### src/common/irq_ctrl_cfg.svh
`ifndef IRQ_CTRL_CFG_SVH
`define IRQ_CTRL_CFG_SVH

// register offsets on the plain register port
`define OFS_CONTROL 3'h0
`define OFS_PFLAG_A 3'h1
`define OFS_PFLAG_B 3'h2
`define OFS_PEN_A 3'h3
`define OFS_PEN_B 3'h4
`define OFS_OPTION 3'h5
`define OFS_STATUS 3'h6

// irq_control_reg field positions
`define CTRL_GLOBAL_EN_BIT 7
`define CTRL_GROUP_EN_BIT 6
`define CTRL_TIMER_EN_BIT 5
`define CTRL_EXTIE_BIT 4
`define CTRL_PCIE_BIT 3
`define CTRL_TIMER_FLAG_BIT 2
`define CTRL_EXTIF_BIT 1
`define CTRL_PCIF_BIT 0

// option register and status register field positions
`define OPT_EDGE_BIT 6
`define STAT_PENDING_BIT 0
`define STAT_ENTRY_BIT 1

// reset values
`define CTRL_RESET 8'h00
`define PFLAG_RESET 8'h00
`define PEN_RESET 8'h00
`define OPTION_RESET 8'h40

// sizes, vector and entry timing
`define PERIPH_A_W 8
`define PERIPH_B_W 3
`define PORT_CHANGE_W 4
`define VECTOR_ADDR 13'h0004
`define ENTRY_CYCLES 2

`endif

### src/common/irq_ctrl_pkg.sv
`default_nettype none

package irq_ctrl_pkg;

  typedef enum logic [1:0] {
    ENTRY_IDLE,
    ENTRY_FLUSH,
    ENTRY_PUSH
  } entry_state_e;

  typedef logic [12:0] code_addr_t;
  typedef logic [7:0] reg_byte_t;

endpackage

`default_nettype wire

### src/hw/pin_sync.sv
`timescale 1ns/1ps
`default_nettype none

// three-stage synchroniser; the output follows once stages two and three agree
module pin_sync #(
  parameter int WIDTH = 1,
  parameter logic [WIDTH-1:0] INIT = '0
) (
  input wire logic clk_i,
  input wire logic rst_i,
  input wire logic [WIDTH-1:0] pin_i,
  output logic [WIDTH-1:0] level_o
);

  logic [WIDTH-1:0] stage1;
  logic [WIDTH-1:0] stage2;
  logic [WIDTH-1:0] stage3;
  logic [WIDTH-1:0] next_level;

  always_comb begin
    next_level = level_o;
    for (int i = 0; i < WIDTH; i++) begin
      if (stage2[i] == stage3[i]) begin
        next_level[i] = stage3[i];
      end
    end
  end

  always_ff @(posedge clk_i or posedge rst_i) begin
    if (rst_i) begin
      stage1 <= INIT;
      stage2 <= INIT;
      stage3 <= INIT;
      level_o <= INIT;
    end else begin
      stage1 <= pin_i;
      stage2 <= stage1;
      stage3 <= stage2;
      level_o <= next_level;
    end
  end

endmodule

`default_nettype wire

### src/hw/interrupt_control_logic.sv
// Design decisions made here: the address-and-strobe port and the register addresses.
`timescale 1ns/1ps
`default_nettype none
`include "irq_ctrl_cfg.svh"

module interrupt_control_logic (
  input wire logic clk_i,
  input wire logic rst_i,
  input wire logic [2:0] reg_addr_i,
  input wire logic [7:0] reg_wdata_i,
  input wire logic reg_wr_i,
  input wire logic reg_rd_i,
  output logic [7:0] reg_rdata_o,
  input wire logic external_irq_pin_i,
  input wire logic [`PORT_CHANGE_W-1:0] port_change_pins_i,
  input wire logic timer_zero_ovf_i,
  input wire logic [`PERIPH_A_W-1:0] periph_event_a_i,
  input wire logic [`PERIPH_B_W-1:0] periph_event_b_i,
  input wire logic instr_cycle_end_i,
  input wire logic return_from_irq_instr_i,
  input wire logic [12:0] return_addr_i,
  output logic irq_entry_o,
  output logic stack_push_o,
  output logic [12:0] stack_push_data_o,
  output logic program_counter_load_o,
  output logic [12:0] program_counter_o,
  output logic global_irq_enable_o,
  output logic irq_pending_o
);

  function automatic logic hit(input logic [2:0] addr, input logic [2:0] ofs);
    hit = (addr == ofs);
  endfunction

  ////////////////////////////////////////////////////////////////////////////
  // pin synchronisers and event detection

  logic ext_level;
  logic [`PORT_CHANGE_W-1:0] port_level;
  logic ext_prev;
  logic [`PORT_CHANGE_W-1:0] port_prev;
  logic ext_event;
  logic port_event;
  logic [7:0] option_reg;

  pin_sync #(
    .WIDTH(1 + `PORT_CHANGE_W)
  ) u_pin_sync (
    .clk_i(clk_i),
    .rst_i(rst_i),
    .pin_i({external_irq_pin_i, port_change_pins_i}),
    .level_o({ext_level, port_level})
  );

  always_ff @(posedge clk_i or posedge rst_i) begin
    if (rst_i) begin
      ext_prev <= 1'b0;
      port_prev <= '0;
    end else begin
      ext_prev <= ext_level;
      port_prev <= port_level;
    end
  end

  always_comb begin
    if (option_reg[`OPT_EDGE_BIT]) begin
      ext_event = ext_level & ~ext_prev;
    end else begin
      ext_event = ~ext_level & ext_prev;
    end
    port_event = |(port_level ^ port_prev);
  end

  ////////////////////////////////////////////////////////////////////////////
  // registers, flags and global enable

  logic [7:0] ctrl_reg;
  logic [`PERIPH_A_W-1:0] pflag_a;
  logic [`PERIPH_B_W-1:0] pflag_b;
  logic [`PERIPH_A_W-1:0] pen_a;
  logic [`PERIPH_B_W-1:0] pen_b;
  logic [7:0] next_ctrl;
  logic [`PERIPH_A_W-1:0] next_pflag_a;
  logic [`PERIPH_B_W-1:0] next_pflag_b;
  logic [`PERIPH_A_W-1:0] next_pen_a;
  logic [`PERIPH_B_W-1:0] next_pen_b;
  logic [7:0] next_option;
  logic [7:0] next_rdata;
  logic [7:0] core_set;
  logic core_pairs;
  logic periph_pairs;
  logic pending;
  logic accept;
  irq_ctrl_pkg::entry_state_e state;
  irq_ctrl_pkg::entry_state_e next_state;

  always_comb begin
    core_set = 8'h00;
    core_set[`CTRL_TIMER_FLAG_BIT] = timer_zero_ovf_i;
    core_set[`CTRL_EXTIF_BIT] = ext_event;
    core_set[`CTRL_PCIF_BIT] = port_event;
  end

  // pending request from the flag-enable pairs
  always_comb begin
    core_pairs = (ctrl_reg[`CTRL_TIMER_FLAG_BIT] & ctrl_reg[`CTRL_TIMER_EN_BIT])
      | (ctrl_reg[`CTRL_EXTIF_BIT] & ctrl_reg[`CTRL_EXTIE_BIT])
      | (ctrl_reg[`CTRL_PCIF_BIT] & ctrl_reg[`CTRL_PCIE_BIT]);
    periph_pairs = ctrl_reg[`CTRL_GROUP_EN_BIT]
      & (|(pflag_a & pen_a) | |(pflag_b & pen_b));
    pending = ctrl_reg[`CTRL_GLOBAL_EN_BIT] & (core_pairs | periph_pairs);
    accept = pending & instr_cycle_end_i & (state == irq_ctrl_pkg::ENTRY_IDLE);
  end

  // flags: a hardware set always wins over a software write
  always_comb begin
    next_ctrl = ctrl_reg;
    next_pflag_a = pflag_a;
    next_pflag_b = pflag_b;
    next_pen_a = pen_a;
    next_pen_b = pen_b;
    next_option = option_reg;
    if (reg_wr_i && hit(reg_addr_i, `OFS_CONTROL)) begin
      next_ctrl = reg_wdata_i;
    end
    if (reg_wr_i && hit(reg_addr_i, `OFS_PFLAG_A)) begin
      next_pflag_a = reg_wdata_i[`PERIPH_A_W-1:0];
    end
    if (reg_wr_i && hit(reg_addr_i, `OFS_PFLAG_B)) begin
      next_pflag_b = reg_wdata_i[`PERIPH_B_W-1:0];
    end
    if (reg_wr_i && hit(reg_addr_i, `OFS_PEN_A)) begin
      next_pen_a = reg_wdata_i[`PERIPH_A_W-1:0];
    end
    if (reg_wr_i && hit(reg_addr_i, `OFS_PEN_B)) begin
      next_pen_b = reg_wdata_i[`PERIPH_B_W-1:0];
    end
    if (reg_wr_i && hit(reg_addr_i, `OFS_OPTION)) begin
      next_option = reg_wdata_i;
    end
    next_ctrl = next_ctrl | core_set;
    next_pflag_a = next_pflag_a | periph_event_a_i;
    next_pflag_b = next_pflag_b | periph_event_b_i;
    if (return_from_irq_instr_i) begin
      next_ctrl[`CTRL_GLOBAL_EN_BIT] = 1'b1;
    end
    if (accept) begin
      next_ctrl[`CTRL_GLOBAL_EN_BIT] = 1'b0;
    end
  end

  always_comb begin
    next_rdata = 8'h00;
    if (reg_rd_i) begin
      if (hit(reg_addr_i, `OFS_CONTROL)) begin
        next_rdata = ctrl_reg;
      end else if (hit(reg_addr_i, `OFS_PFLAG_A)) begin
        next_rdata = pflag_a;
      end else if (hit(reg_addr_i, `OFS_PFLAG_B)) begin
        next_rdata = {5'h00, pflag_b};
      end else if (hit(reg_addr_i, `OFS_PEN_A)) begin
        next_rdata = pen_a;
      end else if (hit(reg_addr_i, `OFS_PEN_B)) begin
        next_rdata = {5'h00, pen_b};
      end else if (hit(reg_addr_i, `OFS_OPTION)) begin
        next_rdata = option_reg;
      end else if (hit(reg_addr_i, `OFS_STATUS)) begin
        next_rdata[`STAT_PENDING_BIT] = pending;
        next_rdata[`STAT_ENTRY_BIT] = (state != irq_ctrl_pkg::ENTRY_IDLE);
      end
    end
  end

  always_ff @(posedge clk_i or posedge rst_i) begin
    if (rst_i) begin
      ctrl_reg <= `CTRL_RESET;
      pflag_a <= `PFLAG_RESET;
      pflag_b <= '0;
      pen_a <= `PEN_RESET;
      pen_b <= '0;
      option_reg <= `OPTION_RESET;
      reg_rdata_o <= 8'h00;
    end else begin
      ctrl_reg <= next_ctrl;
      pflag_a <= next_pflag_a;
      pflag_b <= next_pflag_b;
      pen_a <= next_pen_a;
      pen_b <= next_pen_b;
      option_reg <= next_option;
      reg_rdata_o <= next_rdata;
    end
  end

  ////////////////////////////////////////////////////////////////////////////
  // entry sequence, stepped only at instruction-cycle boundaries

  logic next_entry;
  logic next_push;
  logic [12:0] next_push_data;
  logic next_pc_load;
  logic [12:0] next_pc;

  // boundaries are counted, not instruction completions, so latency is fixed
  always_comb begin
    next_state = state;
    next_push = 1'b0;
    next_pc_load = 1'b0;
    next_push_data = stack_push_data_o;
    next_pc = program_counter_o;
    unique case (state)
      irq_ctrl_pkg::ENTRY_IDLE: begin
        if (accept) begin
          next_state = irq_ctrl_pkg::ENTRY_FLUSH;
        end
      end
      irq_ctrl_pkg::ENTRY_FLUSH: begin
        if (instr_cycle_end_i) begin
          next_state = irq_ctrl_pkg::ENTRY_PUSH;
          next_push = 1'b1;
          next_push_data = return_addr_i;
        end
      end
      irq_ctrl_pkg::ENTRY_PUSH: begin
        if (instr_cycle_end_i) begin
          next_state = irq_ctrl_pkg::ENTRY_IDLE;
          next_pc_load = 1'b1;
          next_pc = `VECTOR_ADDR;
        end
      end
    endcase
    next_entry = (next_state != irq_ctrl_pkg::ENTRY_IDLE);
  end

  always_ff @(posedge clk_i or posedge rst_i) begin
    if (rst_i) begin
      state <= irq_ctrl_pkg::ENTRY_IDLE;
      irq_entry_o <= 1'b0;
      stack_push_o <= 1'b0;
      stack_push_data_o <= 13'h0000;
      program_counter_load_o <= 1'b0;
      program_counter_o <= 13'h0000;
      global_irq_enable_o <= 1'b0;
      irq_pending_o <= 1'b0;
    end else begin
      state <= next_state;
      irq_entry_o <= next_entry;
      stack_push_o <= next_push;
      stack_push_data_o <= next_push_data;
      program_counter_load_o <= next_pc_load;
      program_counter_o <= next_pc;
      global_irq_enable_o <= next_ctrl[`CTRL_GLOBAL_EN_BIT];
      irq_pending_o <= pending;
    end
  end

  ////////////////////////////////////////////////////////////////////////////
  // checks

  logic [1:0] bounds_seen;

  always_ff @(posedge clk_i or posedge rst_i) begin
    if (rst_i) begin
      bounds_seen <= 2'h0;
    end else if (accept) begin
      bounds_seen <= 2'h0;
    end else if (instr_cycle_end_i && state != irq_ctrl_pkg::ENTRY_IDLE) begin
      bounds_seen <= bounds_seen + 2'h1;
    end
  end
endmodule

`default_nettype wire

### config.mk
export PLATFORM = sky130hd
export DESIGN_NAME = interrupt_control_logic
export DESIGN_NICKNAME = d
export VERILOG_FILES = /design/src/common/irq_ctrl_pkg.sv /design/src/hw/pin_sync.sv /design/src/hw/interrupt_control_logic.sv
export VERILOG_INCLUDE_DIRS = /design/src /design/src/common
export SDC_FILE = /design/constraint.sdc
export NUM_CORES = 1
export LEC_CHECK = 0
export ABC_AREA = 0
export BUFFER_PORTS_ARGS = -buffer_cell sky130_fd_sc_hd__clkbuf_2
export CAP_MARGIN = 20
export CORE_MARGIN = 1
export CORE_UTILIZATION = 45
export CTS_CLUSTER_SIZE = 40
export DETAILED_ROUTE_END_ITERATION = 12
export PLACE_DENSITY = 0.74
export SETUP_SLACK_MARGIN = 0.4
export SLEW_MARGIN = 20
export SYNTH_ARGS = -nofsm -noshare
export SYNTH_HDL_FRONTEND = slang
export SYNTH_SLANG_ARGS = --single-unit
### constraint.sdc
create_clock -name clk_i -period 6.5 [get_ports clk_i]
set_clock_uncertainty 0.1 [all_clocks]
set_input_delay 0 -clock clk_i [delete_from_list [all_inputs] [get_ports clk_i]]
set_output_delay 0 -clock clk_i [all_outputs]
set_load 0.02 [all_outputs]
==> results.md, run 1 <==
Critical path:
- The origin of the critical flop-to-flop path is pflag_a[2]$_DFF_PP0_.
- The signal on the critical path passes through a222oi_1 -> nand2_1 -> o221ai_1 -> o22a_1 -> dlygate4sd3_1.
- The endpoint of the most critical setup path is ctrl_reg[7]$_DFF_PP0_.
- The setup slack of the most critical reg-to-reg path is 4.27 ns.
- The worst setup path is captured at a flip-flop.
- The critical path starts at pflag_a[2]$_DFF_PP0_.
- The worst register-to-register path has a depth of 5.
- The critical path launch point type is a flip-flop.
- In this run the critical register-to-register path is captured at ctrl_reg[7]$_DFF_PP0_.
- The largest single stage delay on the critical path is roughly 0.53 ns.
- At the worst endpoint, the required time is 6.70 ns.
- Counting both buffers and inverters, the worst setup path holds a total of 1.
- On the critical path, the stage with the largest delay is an instance of sky130_fd_sc_hd__dlygate4sd3_1.
- On the critical path the largest part of the delay comes from compound AO/OA/AOI/OAI gates.
- The critical path is of the reg -> reg type.
- The data arrival time of the critical path is 2.43 ns.
- The cell depth of the worst setup path is 5.
- The maximum net fanout on the critical path is 5.

Clock tree:
- Clock-pin slew was measured on the worst setup and hold paths at 0.10 ns.
- The number of clock sinks is slightly above 90.
- Counting along the longest clock path gives a buffer depth of 2.
- Buffers inserted to repair hold after CTS numbered 56.
- Once the clock tree was built, the resizer swapped 0 gates to a different size.
- The H-tree depth reported by CTS is 3.
- The cell at the root of the clock tree is sky130_fd_sc_hd__clkbuf_8.
- The post-CTS setup buffer count is 0.
- The number of clock buffers added by TritonCTS is 9.
- For the worst-skew pair, the clock arrives at the later sink with an insertion delay of between 0.3 and 0.4 ns.
- The CTS tree is yes.

Synthesis:
- By area, the combinational part of the netlist is dominated by multiplexers.
- After synthesis the netlist holds a flip-flop and latch count of 91.
- After Yosys synthesis, full adders, half adders and majority gates account for under 10% of the synthesized area.
- Yosys mapped a number of flops with a built-in enable equal to 0.
- The number of warning messages in the yosys log is 0.
- Summing the areas of all xor and xnor instances in the mapped netlist gives less than 1% of the synthesized area.
- Of all flip-flops after synthesis, the portion carrying an async set or reset was 100%.
- Counting distinct cell types in the post-synthesis netlist gives 47.
- The cell count after synthesis came out at roughly 300.
- Each instance of the synthesized netlist takes up on average 12.9 um^2.
- The sequential cell area fraction in the yosys report is between 60% and 70%.
- The most instantiated flip-flop cell in the synthesis netlist is sky130_fd_sc_hd__dfrtp_1.
- The fraction of the mapped netlist area in compound gates is a little over 8%.
- After Yosys synthesis, and, or, nand and nor cells account for under 10% of the synthesized area.
- Of the post-synthesis cell area, the part taken by muxes is between 10% and 20%.
- The cell area after synthesis is between 3000 and 4000 um^2.

STA:
- In the finished design, the share of the clock period the worst path needs comes to between 30 and 40%.
- The total setup violations reported at the end of the flow is 0.
- Setup total negative slack on the finished layout was measured at 0 ns.
- The clock period minus worst slack is 2.23 ns.
- The final-report max-slew violation count is 0.
- Setup repair after global routing left no endpoint under its margin.
- Timing would allow up to around 450 MHz.
- The hold violation total from the final report is 0.
- The relative slew slack is between 40% and 50%.
- The worst hold margin is just over 0.03 ns.
- For the pin with the worst max-slew slack, the measured transition is around 0.81 ns.

Final layout:
- The library cells used most frequently in the layout, excluding fill and tap cells, are sky130_fd_sc_hd__dfrtp_1, sky130_fd_sc_hd__clkbuf_2, sky130_fd_sc_hd__dlygate4sd3_1.
- In the final layout, the share of cells above drive strength 1 is between 30% and 40%.
- The area growth from synthesis to layout is 30.9%.
- The register with the most flip-flops in the final layout is stack_push_data_o.
- The most common cell after layout, fill and taps aside is sky130_fd_sc_hd__dfrtp_1.
- The repair_antennas step left the layout with diodes totalling 0.
- The final layout net count is about 480.
- The register with the most flip-flops in the layout has 13 of them.

Drt:
- After the first detailed-routing iteration, the DRC count stood at around 270.
- Dividing the detail-routed wire length by the instance count gives between 15 and 20 um.
- The number of optimization iterations in the first detailed-route pass is 4.
- The post-route DRC violation count is 0.
- The wire length after detailed routing is around 8.5 mm.
- The detail route stage leaves a number of antenna-violating nets equal to 0.
- Using the TritonRoute via totals, the vias-per-cell ratio works out to 5.20.
- The routed via count is 2793.

Die:
- The initial core utilization is between 40 and 50%.
- The placeable core region is just over 8000 um^2.
- The area of the die is about 9000 um^2.
- The vertical extent of the die is ~94 um.
- The width of the die is around 94 um.
- The total I/O pin count is 86.
- Row generation in the floorplan step produced 33 rows.

Placed design:
- The routability congestion estimate from global placement is 0.888.
- The count of input and output buffers is 73.
- After legalization and detailed placement, the total HPWL measured roughly 5.7 mm.

Global routing:
- The via count of the first global-routing pass is 2858.
- Global routing used between 20% and 30% of the available tracks.
- The maximum number of pins on one net before global-route repair is 92.
- For this run the aggregate overflow at the end of global routing stands at 0.
- The initial antenna violation count was 0.
- The first global-routing pass estimated about 14 mm of wire.

Min path:
- The worst hold-check path type is in -> reg.

Power and ir drop:
- The peak supply drop is between 0.00015 and 0.0002 V.
- The static power due to leakage is between 2 and 2.5 nW.
- The internal portion of total power is slightly above 1 mW.
- Of the total power, registers draw 49.0%.
- Of the total power, the share spent switching nets is 33.5%.
- The total power per unit cell area is 306 nW/um^2.
- In this run, the clock network consumes about 24% of the power.
- The switching power summed over all nets is 0.508 mW.
- The combinational group share of total power is ~27%.

Status:
- The flow ran to the end, and the final reports show no timing, DRC or antenna violations.

Flow run:
- The max-cap check violation count is 0.
metrics by stage:
stage | instances | utilization (%) | power [mW] | setup slack, ns | instance area, um^2
floorplan | 306 | - | 1.00 | 4.04 | 3840
global placement | 465 | 51.5 | 1.11 | 4.77 | 4210
detailed placement | 465 | 51.5 | 1.13 | 4.77 | 4210
CTS | 537 | 60.7 | 1.52 | 4.29 | 4960
global route | 537 | 60.8 | 1.60 | 4.13 | 4970
finish | 537 | 60.8 | 1.52 | 4.27 | 4970
synth_stat cells (all sizes together), types with 4 or more instances:
| master | number | share of area [%] |
|---|---|---|
| maj3 | 5 | 1.3 |
| a21oi | 8 | 1.1 |
| o2bb2ai | 6 | 1.4 |
| inv | 11 | 1.1 |
| o21ai | 7 | 0.92 |
| dfrtp | 90 | 59 |
| nand3b | 8 | 1.6 |
| a22oi | 4 | 0.79 |
| nand2 | 31 | 3.1 |
| a211o | 4 | 0.92 |
| nor2b | 5 | 0.82 |
| buf | 19 | 3.4 |
| nor2 | 6 | 0.66 |
| xor2 | 4 | 0.92 |
| mux2i | 10 | 2.6 |
| nand3 | 7 | 1.1 |
| mux2 | 38 | 11 |
layer usage:
metal / up-vias / part of all wire, % / GRT usage, %
li1: 1286 / - / -
met1: 1400 / 42 / 26.8
met2: 87 / 50 / 34.8
met3: 20 / 4.7 / 4.53
met4: 0 / 2.7 / 10.4
met5: - / 0 / 0
how the worst min path moves through the flow:
stage,from,endpoint,slack (ns),cells past startpoint
floorplan,port_change_pins_i[0],u_pin_sync.stage1[0]$_DFF_PP0_,-0.07,0
detailed placement,port_change_pins_i[1],u_pin_sync.stage1[1]$_DFF_PP0_,0.01,1
CTS,reg_addr_i[2],reg_rdata_o[2]$_DFF_PP0_,0.003,3
global route,reg_addr_i[2],reg_rdata_o[2]$_DFF_PP0_,0.07,3
finish,reg_addr_i[2],reg_rdata_o[2]$_DFF_PP0_,0.03,3
global placement,port_change_pins_i[1],u_pin_sync.stage1[1]$_DFF_PP0_,0.009,1
area by class of cell:
type,instances,area [um^2]
Inverter,11,42.5
Sequential cell,91,2280
Clock inverter,7,68.8
Tap cell,105,131
Fill cell,661,3210
Multi-Input combinational cell,184,1390
Clock buffer,9,124
Timing Repair Buffer,130,937
power by group through the flow:
| stage | clock network, mW | logic [mW] | registers [mW] |
|---|---|---|---|
| floorplan | 0 | 0.194 | 0.809 |
| global placement | 0 | 0.364 | 0.747 |
| detailed placement | 0 | 0.375 | 0.753 |
| CTS | 0.374 | 0.404 | 0.741 |
| global route | 0.398 | 0.445 | 0.758 |
| finish | 0.367 | 0.407 | 0.745 |
worst register-to-register path: cells and delay by family (launching register included):
family / cells / cell delay [ns]
simple gates: 1 / 0.11
buf+inv: 1 / 0.53
flops: 1 / 0.41
compound gates: 3 / 1.03
kinds of logic after synthesis:
group                      Yosys count
other                                1
adders and majority gates            8
muxes                               49
AOI/OAI and AO/OA                   42
and+or+nand+nor                     69
buffers and inverters               31
xor gates and xnor gates             4
DFF                                 91
Power figures use the tool's default switching activity.
==> run 2, diff against run 1 <==
PLACE_DENSITY = 0.77   (was 0.74)
clock period = 1.8 ns   (was 6.5 ns; I/O delays follow)
==> run 2 against run 1 <==
Hold slack improved by 0.012 ns. Critical path depth decreased by 1. Via count rose by 0.54%. Register-to-register slack got worse by 4.0 ns. First-iteration DRC count decreased by 26%. Non-clock buffer count is 8 higher. Final cell count grew 1.7%. Clock power rose to 4.1 times the previous value. Power grew to 4.0 times the previous value. Flip-flop and latch count did not move. Critical path type unchanged.
==> results.md, run 2 (synthesized netlist as in run 1, its figures left out) <==
Clock tree:
- The CTS tree is yes.
- The cell at the root of the clock tree is sky130_fd_sc_hd__clkbuf_8.
- The number of buffers on the longest clock path came to 2 (unchanged).
- The H-tree depth reported by CTS is 3 (unchanged).
- The post-CTS clock slew at the launch and capture registers of the worst setup and hold paths was 0.08 ns (-0.02 ns).
- The worst-skew pair later-pin latency is 0.34 ns (-0.03 ns).
- The total CTS buffers is 9 (unchanged).
- The number of clock sinks is 91 (unchanged).

Drt:
- The wire length after detailed routing was 8.77 mm (+3.5%).
- The remaining number of nets flagged by the antenna check after routing is 0 (unchanged).
- The initial DRC count came to 204 (-26%).
- The routed length per placed instance is 16.1 um (+1.8%).
- The detailed-route vias per instance is 5.14 (-1.1%).
- The number of optimization iterations in the first detailed-route pass is 5 (+1).
- The post-route DRC violation count came to 0 (unchanged).
- The routed via count is 2808 (+0.54%).

Final layout:
- The signed area change from the synthesized netlist to the final layout is 36.8%.
- The flip-flop count of the largest register, all copies and words added is 13 (unchanged).
- The antenna diode count is 0 (unchanged).
- In the layout the commonest cells are sky130_fd_sc_hd__dfrtp_1, sky130_fd_sc_hd__clkbuf_2, sky130_fd_sc_hd__dlygate4sd3_1.
- The share of layout cells above drive strength 1 is 37.6% (+6.2 points).
- The final layout net count is 486 (+1.9%).
- stack_push_data_o holds more flip-flops than any other register.
- The post-layout instance count excluding filler cells is 546 (+1.7%).
- Leaving out fill and tap cells, the most frequent cell in the layout is sky130_fd_sc_hd__dfrtp_1.
- The share of the core filled with cells was 63.5% (+2.7 points).
- The fill cell total of the finished layout was 612 (-7.4%).

Die:
- The width of the die is 93.8 um (unchanged).
- The cell row count is 33 (unchanged).
- The initial core utilization came to 46.4% (unchanged).
- The area of the die came to 8800 um^2 (unchanged).
- The vertical extent of the die is 93.8 um (unchanged).
- The placeable core region was 8180 um^2 (unchanged).
- The total I/O pin count is 86 (unchanged).

Placed design:
- The count of input and output buffers is 73 (unchanged).
- The cell count after placement came to 479 (+3.0%).
- The half-perimeter wire length after placement came to 5.92 mm (+4.6%).
- The routability congestion estimate from global placement is 0.907 (+2.1%).

STA:
- The worst hold margin is 0.0423 ns (+0.0118 ns).
- The ratio of final minimum period to clock period is 86.6% (+52 points).
- The relative slew slack is 60.0% (+14 points).
- The measured slew at the worst slew-check pin is 0.598 ns (-0.208 ns).
- The final-layout setup total negative slack is 0 ns (unchanged).
- The maximum frequency from static timing analysis is 642 MHz (+43%).
- The total setup violations reported at the end of the flow is 0 (unchanged).
- The final-report max-slew violation count is 0 (unchanged).
- Setup repair after global routing could not meet its margin everywhere.
- The hold violation total from the final report is 0 (unchanged).
- The clock period minus worst slack is 1.56 ns (-0.671 ns).

Status:
- The flow ran to the end, and the final reports show no timing, DRC or antenna violations.

Critical path:
- The setup path with the least slack is of type reg -> reg.
- The critical path capture point type is a flip-flop.
- STA classifies the critical path startpoint as a flip-flop.
- The required arrival time at the worst endpoint was 1.92 ns (-4.78 ns).
- The maximum net fanout on the critical path is 5 (unchanged).
- The data arrival time of the critical path is 1.68 ns (-0.75 ns).

Min path:
- The worst hold-check path type is in -> reg.

Global routing:
- The overflow left after global routing was 0 (unchanged).
- The via count of the first global-routing pass is 2826 (-1.1%).
- The first-pass GRT wire length came to 13.8 mm (-1.7%).
- The combined global-route utilization of all metal layers is 20.8% (-0.45 points).
- The initial antenna violation count came to 0 (unchanged).
- The maximum number of pins on one net before global-route repair was 28 (-70%).

Flow run:
- The max-cap check violation count is 0 (unchanged).

Power and ir drop:
- The static power due to leakage is 2.42 nW (+8.1%).
- The total power per unit cell area is 1160 nW/um^2 (+280%).
- The peak supply drop was 0.000729 V (+370%).
[run 2: per-stage QoR]
stage / cell area, um^2 / total power, mW / setup WS (ns)
after CTS: 5080 / 5.80 / 0.280
after detailed placement: 4350 / 4.11 / 0.233
final: 5190 / 6.00 / 0.241
after global placement: 4350 / 4.05 / 0.228
after floorplan: 3850 / 3.65 / 0.388
after global routing: 5190 / 6.31 / 0.195
[run 2: area by class of cell]
class	count	area, um^2	area share [%]
flip-flops and latches	91	2280	43.9
multi-input cells	185	1530	29.4
repair buffers	138	990	19.1
clock buffers	12	145	2.80
well taps	105	131	2.53
clock inverters	4	73.8	1.42
inverters	11	45.0	0.868
[run 2: metal layers]
| metal | routed length (um) | global-route usage [%] | share of wire (%) | up-vias |
|---|---|---|---|---|
| met1 | 3710 | 26.9 | 42 | 1406 |
| met5 | 0 | 0 | 0 | - |
| met3 | 492 | 3.80 | 5.6 | 11 |
| li1 | - | - | - | 1299 |
| met4 | 119 | 6.67 | 1.4 | 0 |
| met2 | 4450 | 35.4 | 51 | 92 |
[run 2: worst paths after layout]
check / startpoint / endpoint / slack, ns / cells past startpoint
worst min-delay path: reg_wr_i / pflag_a[1]$_DFF_PP0_ / 0.04 / 4
worst min register to register: u_pin_sync.stage1[3]$_DFF_PP0_ / u_pin_sync.stage2[3]$_DFF_PP0_ / 0.25 / 0
worst max register to register: ctrl_reg[3]$_DFFE_PP0P_ / irq_entry_o$_DFF_PP0_ / 0.24 / 4
min in group asynchronous: rst_i / pen_a[0]$_DFFE_PP0P_ / 0.17 / 3
max in group asynchronous: rst_i / stack_push_data_o[12]$_DFFE_PP0P_ / 0.81 / 4
worst max-delay path: ctrl_reg[3]$_DFFE_PP0P_ / irq_entry_o$_DFF_PP0_ / 0.24 / 4
[run 2: critical path, cell delays in order (launching register included)]
cell	delay, ns
sky130_fd_sc_hd__dfrtp_1	0.41
sky130_fd_sc_hd__a222oi_1	0.42
sky130_fd_sc_hd__inv_1	0.14
sky130_fd_sc_hd__o221ai_4	0.25
sky130_fd_sc_hd__o311ai_1	0.12
[run 2: where the power goes]
| group | internal, mW | total [mW] | switching [mW] |
|---|---|---|---|
| logic | 0.905 | 1.81 | 0.901 |
| clock network | 0.822 | 1.50 | 0.678 |
| registers | 2.44 | 2.70 | 0.256 |
| total | 4.17 | 6.00 | 1.83 |
[run 2: what timing repair did]
action / CTS / global route
pin swaps: 5 / 3
endpoints found under the hold margin: 135 / 0
hold buffers: 43 / 0
gates resized for setup: 10 / 21
setup endpoints to repair: 19 / 20
cloned: 1 / 0
buffers inserted: 5 / 2
==> run 3, diff against run 2 <==
ABC_AREA = 1   (was 0)
SLEW_MARGIN = 0   (was 20)
clock period = 1.3 ns   (was 1.8 ns; I/O delays follow)
==> run 3 against run 2 <==
The flow now finishes with violations (negative hold slack, negative setup slack). Worst setup slack worse by 0.42 ns. Sequential power is 37% higher. Final cell count increased by 24%. Maximum frequency up 5.2%. Combinational power increased by 93%. First-iteration DRC count rose by 21%. Hold slack worse by 0.067 ns. Synthesized area down 1.3%. Register-to-register slack worse by 0.42 ns. Largest cell class unchanged.
==> results.md, run 3 <==
Drt:
- The wire length after detailed routing is 10.4 mm (+18%).
- The routed length per placed instance is 15.3 um (-4.6%).
- The remaining number of nets flagged by the antenna check after routing is 0 (unchanged).
- The post-route DRC violation count came to 0 (unchanged).
- The detailed-route vias per instance was 5.05 (-1.8%).
- The initial DRC count came to 246 (+21%).
- The routed via count is 3418 (+22%).
- The number of optimization iterations in the first detailed-route pass is 5 (unchanged).

Status:
- The run finished, with violations left.
- The checks that failed: negative hold slack, negative setup slack.

Global routing:
- The global-route met2 utilization was 43.1% (+7.7 points).
- The met1 demand-to-capacity share in global routing is 29.4% (+2.5 points).
- The met3 track demand over resource is 3.98% (+0.18 points).
- The combined global-route utilization of all metal layers is 24.2% (+3.4 points).
- The overflow left after global routing is 0 (unchanged).
- The maximum number of pins on one net before global-route repair is 74 (+160%).
- The initial antenna violation count is 0 (unchanged).
- The first-pass GRT wire length is 16.0 mm (+16%).
- The layer flagged by global routing as most heavily used is met2.
- The via count of the first global-routing pass is 3453 (+22%).

Synthesis:
- The post-synthesis cell type count was 34 (-28%).
- sky130_fd_sc_hd__nand2_1 is the most common cell in the netlist.
- The number of enable-type register cells in the synthesized netlist was 0 (unchanged).
- The cell area after synthesis is 3740 um^2 (-1.3%).
- After synthesis, the most frequently instantiated cells are sky130_fd_sc_hd__nand2_1, sky130_fd_sc_hd__dfrtp_1, sky130_fd_sc_hd__inv_1.
- The sequential cell area fraction in the yosys report is 60.8% (+0.80 points).
- The number of synthesized register bits is 91 (unchanged).
- The number of instances in the synthesized netlist came to 380 (+29%).
- The share of synthesized registers carrying an async set or reset is 100% (unchanged).
- The average cell area after synthesis was 9.85 um^2 (-23%).
- Summed over all instances, the cell type with the most area after synthesis is sky130_fd_sc_hd__dfrtp_1.
- The number of warning messages in the yosys log came to 0 (unchanged).
- The proportion of netlist area held by the largest area contributor is 60.1% (+0.79 points).
- After synthesis, the cell types taking the most area are sky130_fd_sc_hd__dfrtp_1, sky130_fd_sc_hd__nand2_1, sky130_fd_sc_hd__o21ai_0.
- The most instantiated flip-flop cell in the synthesis netlist is sky130_fd_sc_hd__dfrtp_1.

Final layout:
- In the layout the commonest cells are sky130_fd_sc_hd__dfrtp_1, sky130_fd_sc_hd__nand2_1, sky130_fd_sc_hd__clkbuf_2.
- The flip-flop count of the largest register, all copies and words added is 13 (unchanged).
- The area growth from synthesis to layout is 59.9%.
- The combined area of the multi-input logic cells is 1530 um^2 (+0.25%).
- The antenna diode count is 0 (unchanged).
- The share of layout cells above drive strength 1 was 45.6% (+7.9 points).
- The final layout net count is 620 (+28%).
- The register with the most flip-flops is stack_push_data_o.
- The post-layout instance count excluding filler cells is 677 (+24%).
- The fill cell total of the finished layout is 497 (-19%).
- The combined flip-flop and latch cell area is 2280 um^2 (about the same).
- Leaving out fill and tap cells, the most frequent cell in the layout is sky130_fd_sc_hd__dfrtp_1.

Die:
- The area of the die is 8690 um^2 (-1.3%).
- The width of the die is 93.2 um (-0.64%).
- The placeable core region is 7890 um^2 (-3.5%).
- The total I/O pin count is 86 (unchanged).
- The vertical extent of the die is 93.2 um (-0.64%).
- The initial core utilization came to 47.5% (+1.1 points).
- The cell row count was 32 (-3.0%).

Critical path:
- The worst setup path is launched from a flip-flop.
- The required arrival time at the worst endpoint was 1.43 ns (-0.49 ns).
- The critical path capture point type is a flip-flop.
- The worst setup path is of the reg -> reg kind.
- The data arrival time of the critical path is 1.61 ns (-0.07 ns).
- The maximum net fanout on the critical path is 2 (-3).

Min path:
- The worst hold-check path type is in -> reg.

STA:
- The worst setup margin came to -0.182 ns (-0.424 ns).
- The clock period minus worst slack is 1.48 ns (-0.0764 ns).
- The hold violation total from the final report is 4 (+4).
- The final-report max-slew violation count is 0 (unchanged).
- Setup repair after global routing could not meet its margin everywhere.
- The ratio of final minimum period to clock period is 114% (+27 points).
- The total setup violations reported at the end of the flow is 8 (+8).
- The worst hold margin was -0.0244 ns (-0.0667 ns).
- The maximum frequency from static timing analysis is 675 MHz (+5.2%).
- The final-layout setup total negative slack came to -0.998 ns (-0.998 ns).

Power and ir drop:
- The total chip power is 8.97 mW (+49%).
- The total power per unit cell area is 1500 nW/um^2 (+30%).
- The sequential group share of total power is 41.1% (-3.8 points).
- The internal portion of total power is 5.99 mW (+44%).
- The fraction of power consumed by the clock network was 19.9% (-5.1 points).
- The switching power summed over all nets is 2.98 mW (+62%).
- The static power due to leakage is 2.85 nW (+18%).
- The share of total power consumed by net switching is 33.2% (+2.6 points).
- The combinational group share of total power is 39.1% (+9.0 points).
- The peak supply drop was 0.00123 V (+69%).

Clock tree:
- The number of clock sinks is 91 (unchanged).
- The H-tree depth reported by CTS is 3 (unchanged).
- The number of buffers on the longest clock path is 2 (unchanged).
- TritonCTS built the clock tree.
- The count of hold-fix buffers inserted at cts is 42 (-2.3%).
- The worst-skew pair later-pin latency is 0.35 ns (about the same).
- The cell sitting at the root of the clock tree is a sky130_fd_sc_hd__clkbuf_8.
- The post-CTS clock slew at the launch and capture registers of the worst setup and hold paths was 0.09 ns (about the same).
- The total CTS buffers is 9 (unchanged).

Placed design:
- The routability congestion estimate from global placement is 0.889 (-2.0%).
- The count of input and output buffers is 73 (unchanged).
- The half-perimeter wire length after placement came to 5.83 mm (-1.6%).
- The cell count after placement is 579 (+21%).

Flow run:
- The max-cap check violation count was 0 (unchanged).
## run 3: cell types whose count changed in the layout (fill, tap and decap cells not counted), sizes merged, moves of 12 or more
cell / before / now
nand2: 32 / 120
inv: 10 / 32
o21ai: 7 / 46
buf: 22 / 71
mux2: 38 / 0
a21oi: 8 / 20
## run 3: through the flow
stage	worst slack, ns	utilization, %	cell area (um^2)
final	-0.182	75.9	5990
after global placement	-0.0550	56.4	4450
after CTS	-0.0986	71.8	5660
after global routing	-0.227	75.9	5990
after detailed placement	-0.0967	56.4	4450
after floorplan	0.0690	-	3870
## run 3: path summary, 6_finish.rpt
check                                          startpoint                               end  slack, ns  cells after the start
max reg2reg                          pflag_a[4]$_DFF_PP0_             irq_entry_o$_DFF_PP0_      -0.18                     10
max in group asynchronous                           rst_i         option_reg[6]$_DFFE_PP1P_       0.56                      4
min reg2reg                u_pin_sync.stage1[0]$_DFF_PP0_    u_pin_sync.stage2[0]$_DFF_PP0_       0.25                      0
min in group asynchronous                           rst_i  stack_push_data_o[3]$_DFFE_PP0P_       0.18                      4
max                                  pflag_a[4]$_DFF_PP0_             irq_entry_o$_DFF_PP0_      -0.18                     10
min                                              reg_wr_i         option_reg[6]$_DFFE_PP1P_      -0.02                      3
## run 3: cell type report
class	count	share of cell area, %
multi-input cells	251	25.6
clock inverters	3	0.397
well taps	102	2.13
flip-flops and latches	91	38.1
clock buffers	13	2.65
repair buffers	184	28.5
repair inverters	1	0.188
inverters	32	2.49
## run 3: timing repair
item                                   4_1_cts  5_1_grt
pin swaps                                   24       37
setup endpoints to repair                   75       90
gates cloned                                 2        0
buffers inserted                            17       21
resized for setup                          120       56
endpoints found under the hold margin      154        2
## run 3: cells by family (layout without fill, tap and decap cells)
logic type | count (synthesis) | in the layout | share of synthesized area (%)
AO/OA/AOI/OAI | 80 | 80 | 12.6
adder cells (fa/ha/maj) | 8 | 8 | 2.34
buffers and inverters | 50 | 233 | 7.05
flip-flops | 91 | 91 | 60.8
other | 1 | 12 | 0.100
XOR/XNOR | 4 | 4 | 0.936
AND/OR/NAND/NOR | 146 | 147 | 16.1
## run 3: routing by layer
layer | share of wire, % | vias up
met5 | 0 | -
met4 | 2.4 | 0
met3 | 5.8 | 23
met2 | 53 | 141
met1 | 38 | 1663
li1 | - | 1591
## run 3: power by group through the flow
stage,Sequential (mW),Clock [mW],Combinational [mW]
3_3_place_gp,3.67,0,1.88
6_report,3.69,1.78,3.50
4_1_cts,3.69,1.80,2.89
3_5_place_dp,3.68,0,1.95
5_1_grt,3.73,1.94,3.73
2_1_floorplan,3.98,0,0.900
## run 3: worst max-delay path: stages (launching register included)
cell and delay, ns:
sky130_fd_sc_hd__dfrtp_1 0.39, sky130_fd_sc_hd__nand2_1 0.09, sky130_fd_sc_hd__nand2_2 0.07, sky130_fd_sc_hd__nor2_2 0.12, sky130_fd_sc_hd__nand3_2 0.09, sky130_fd_sc_hd__nand2_2 0.10, sky130_fd_sc_hd__a21boi_2 0.06, sky130_fd_sc_hd__nand3_1 0.11
sky130_fd_sc_hd__nand2_1 0.07, sky130_fd_sc_hd__nand2_1 0.08, sky130_fd_sc_hd__nand3_1 0.07
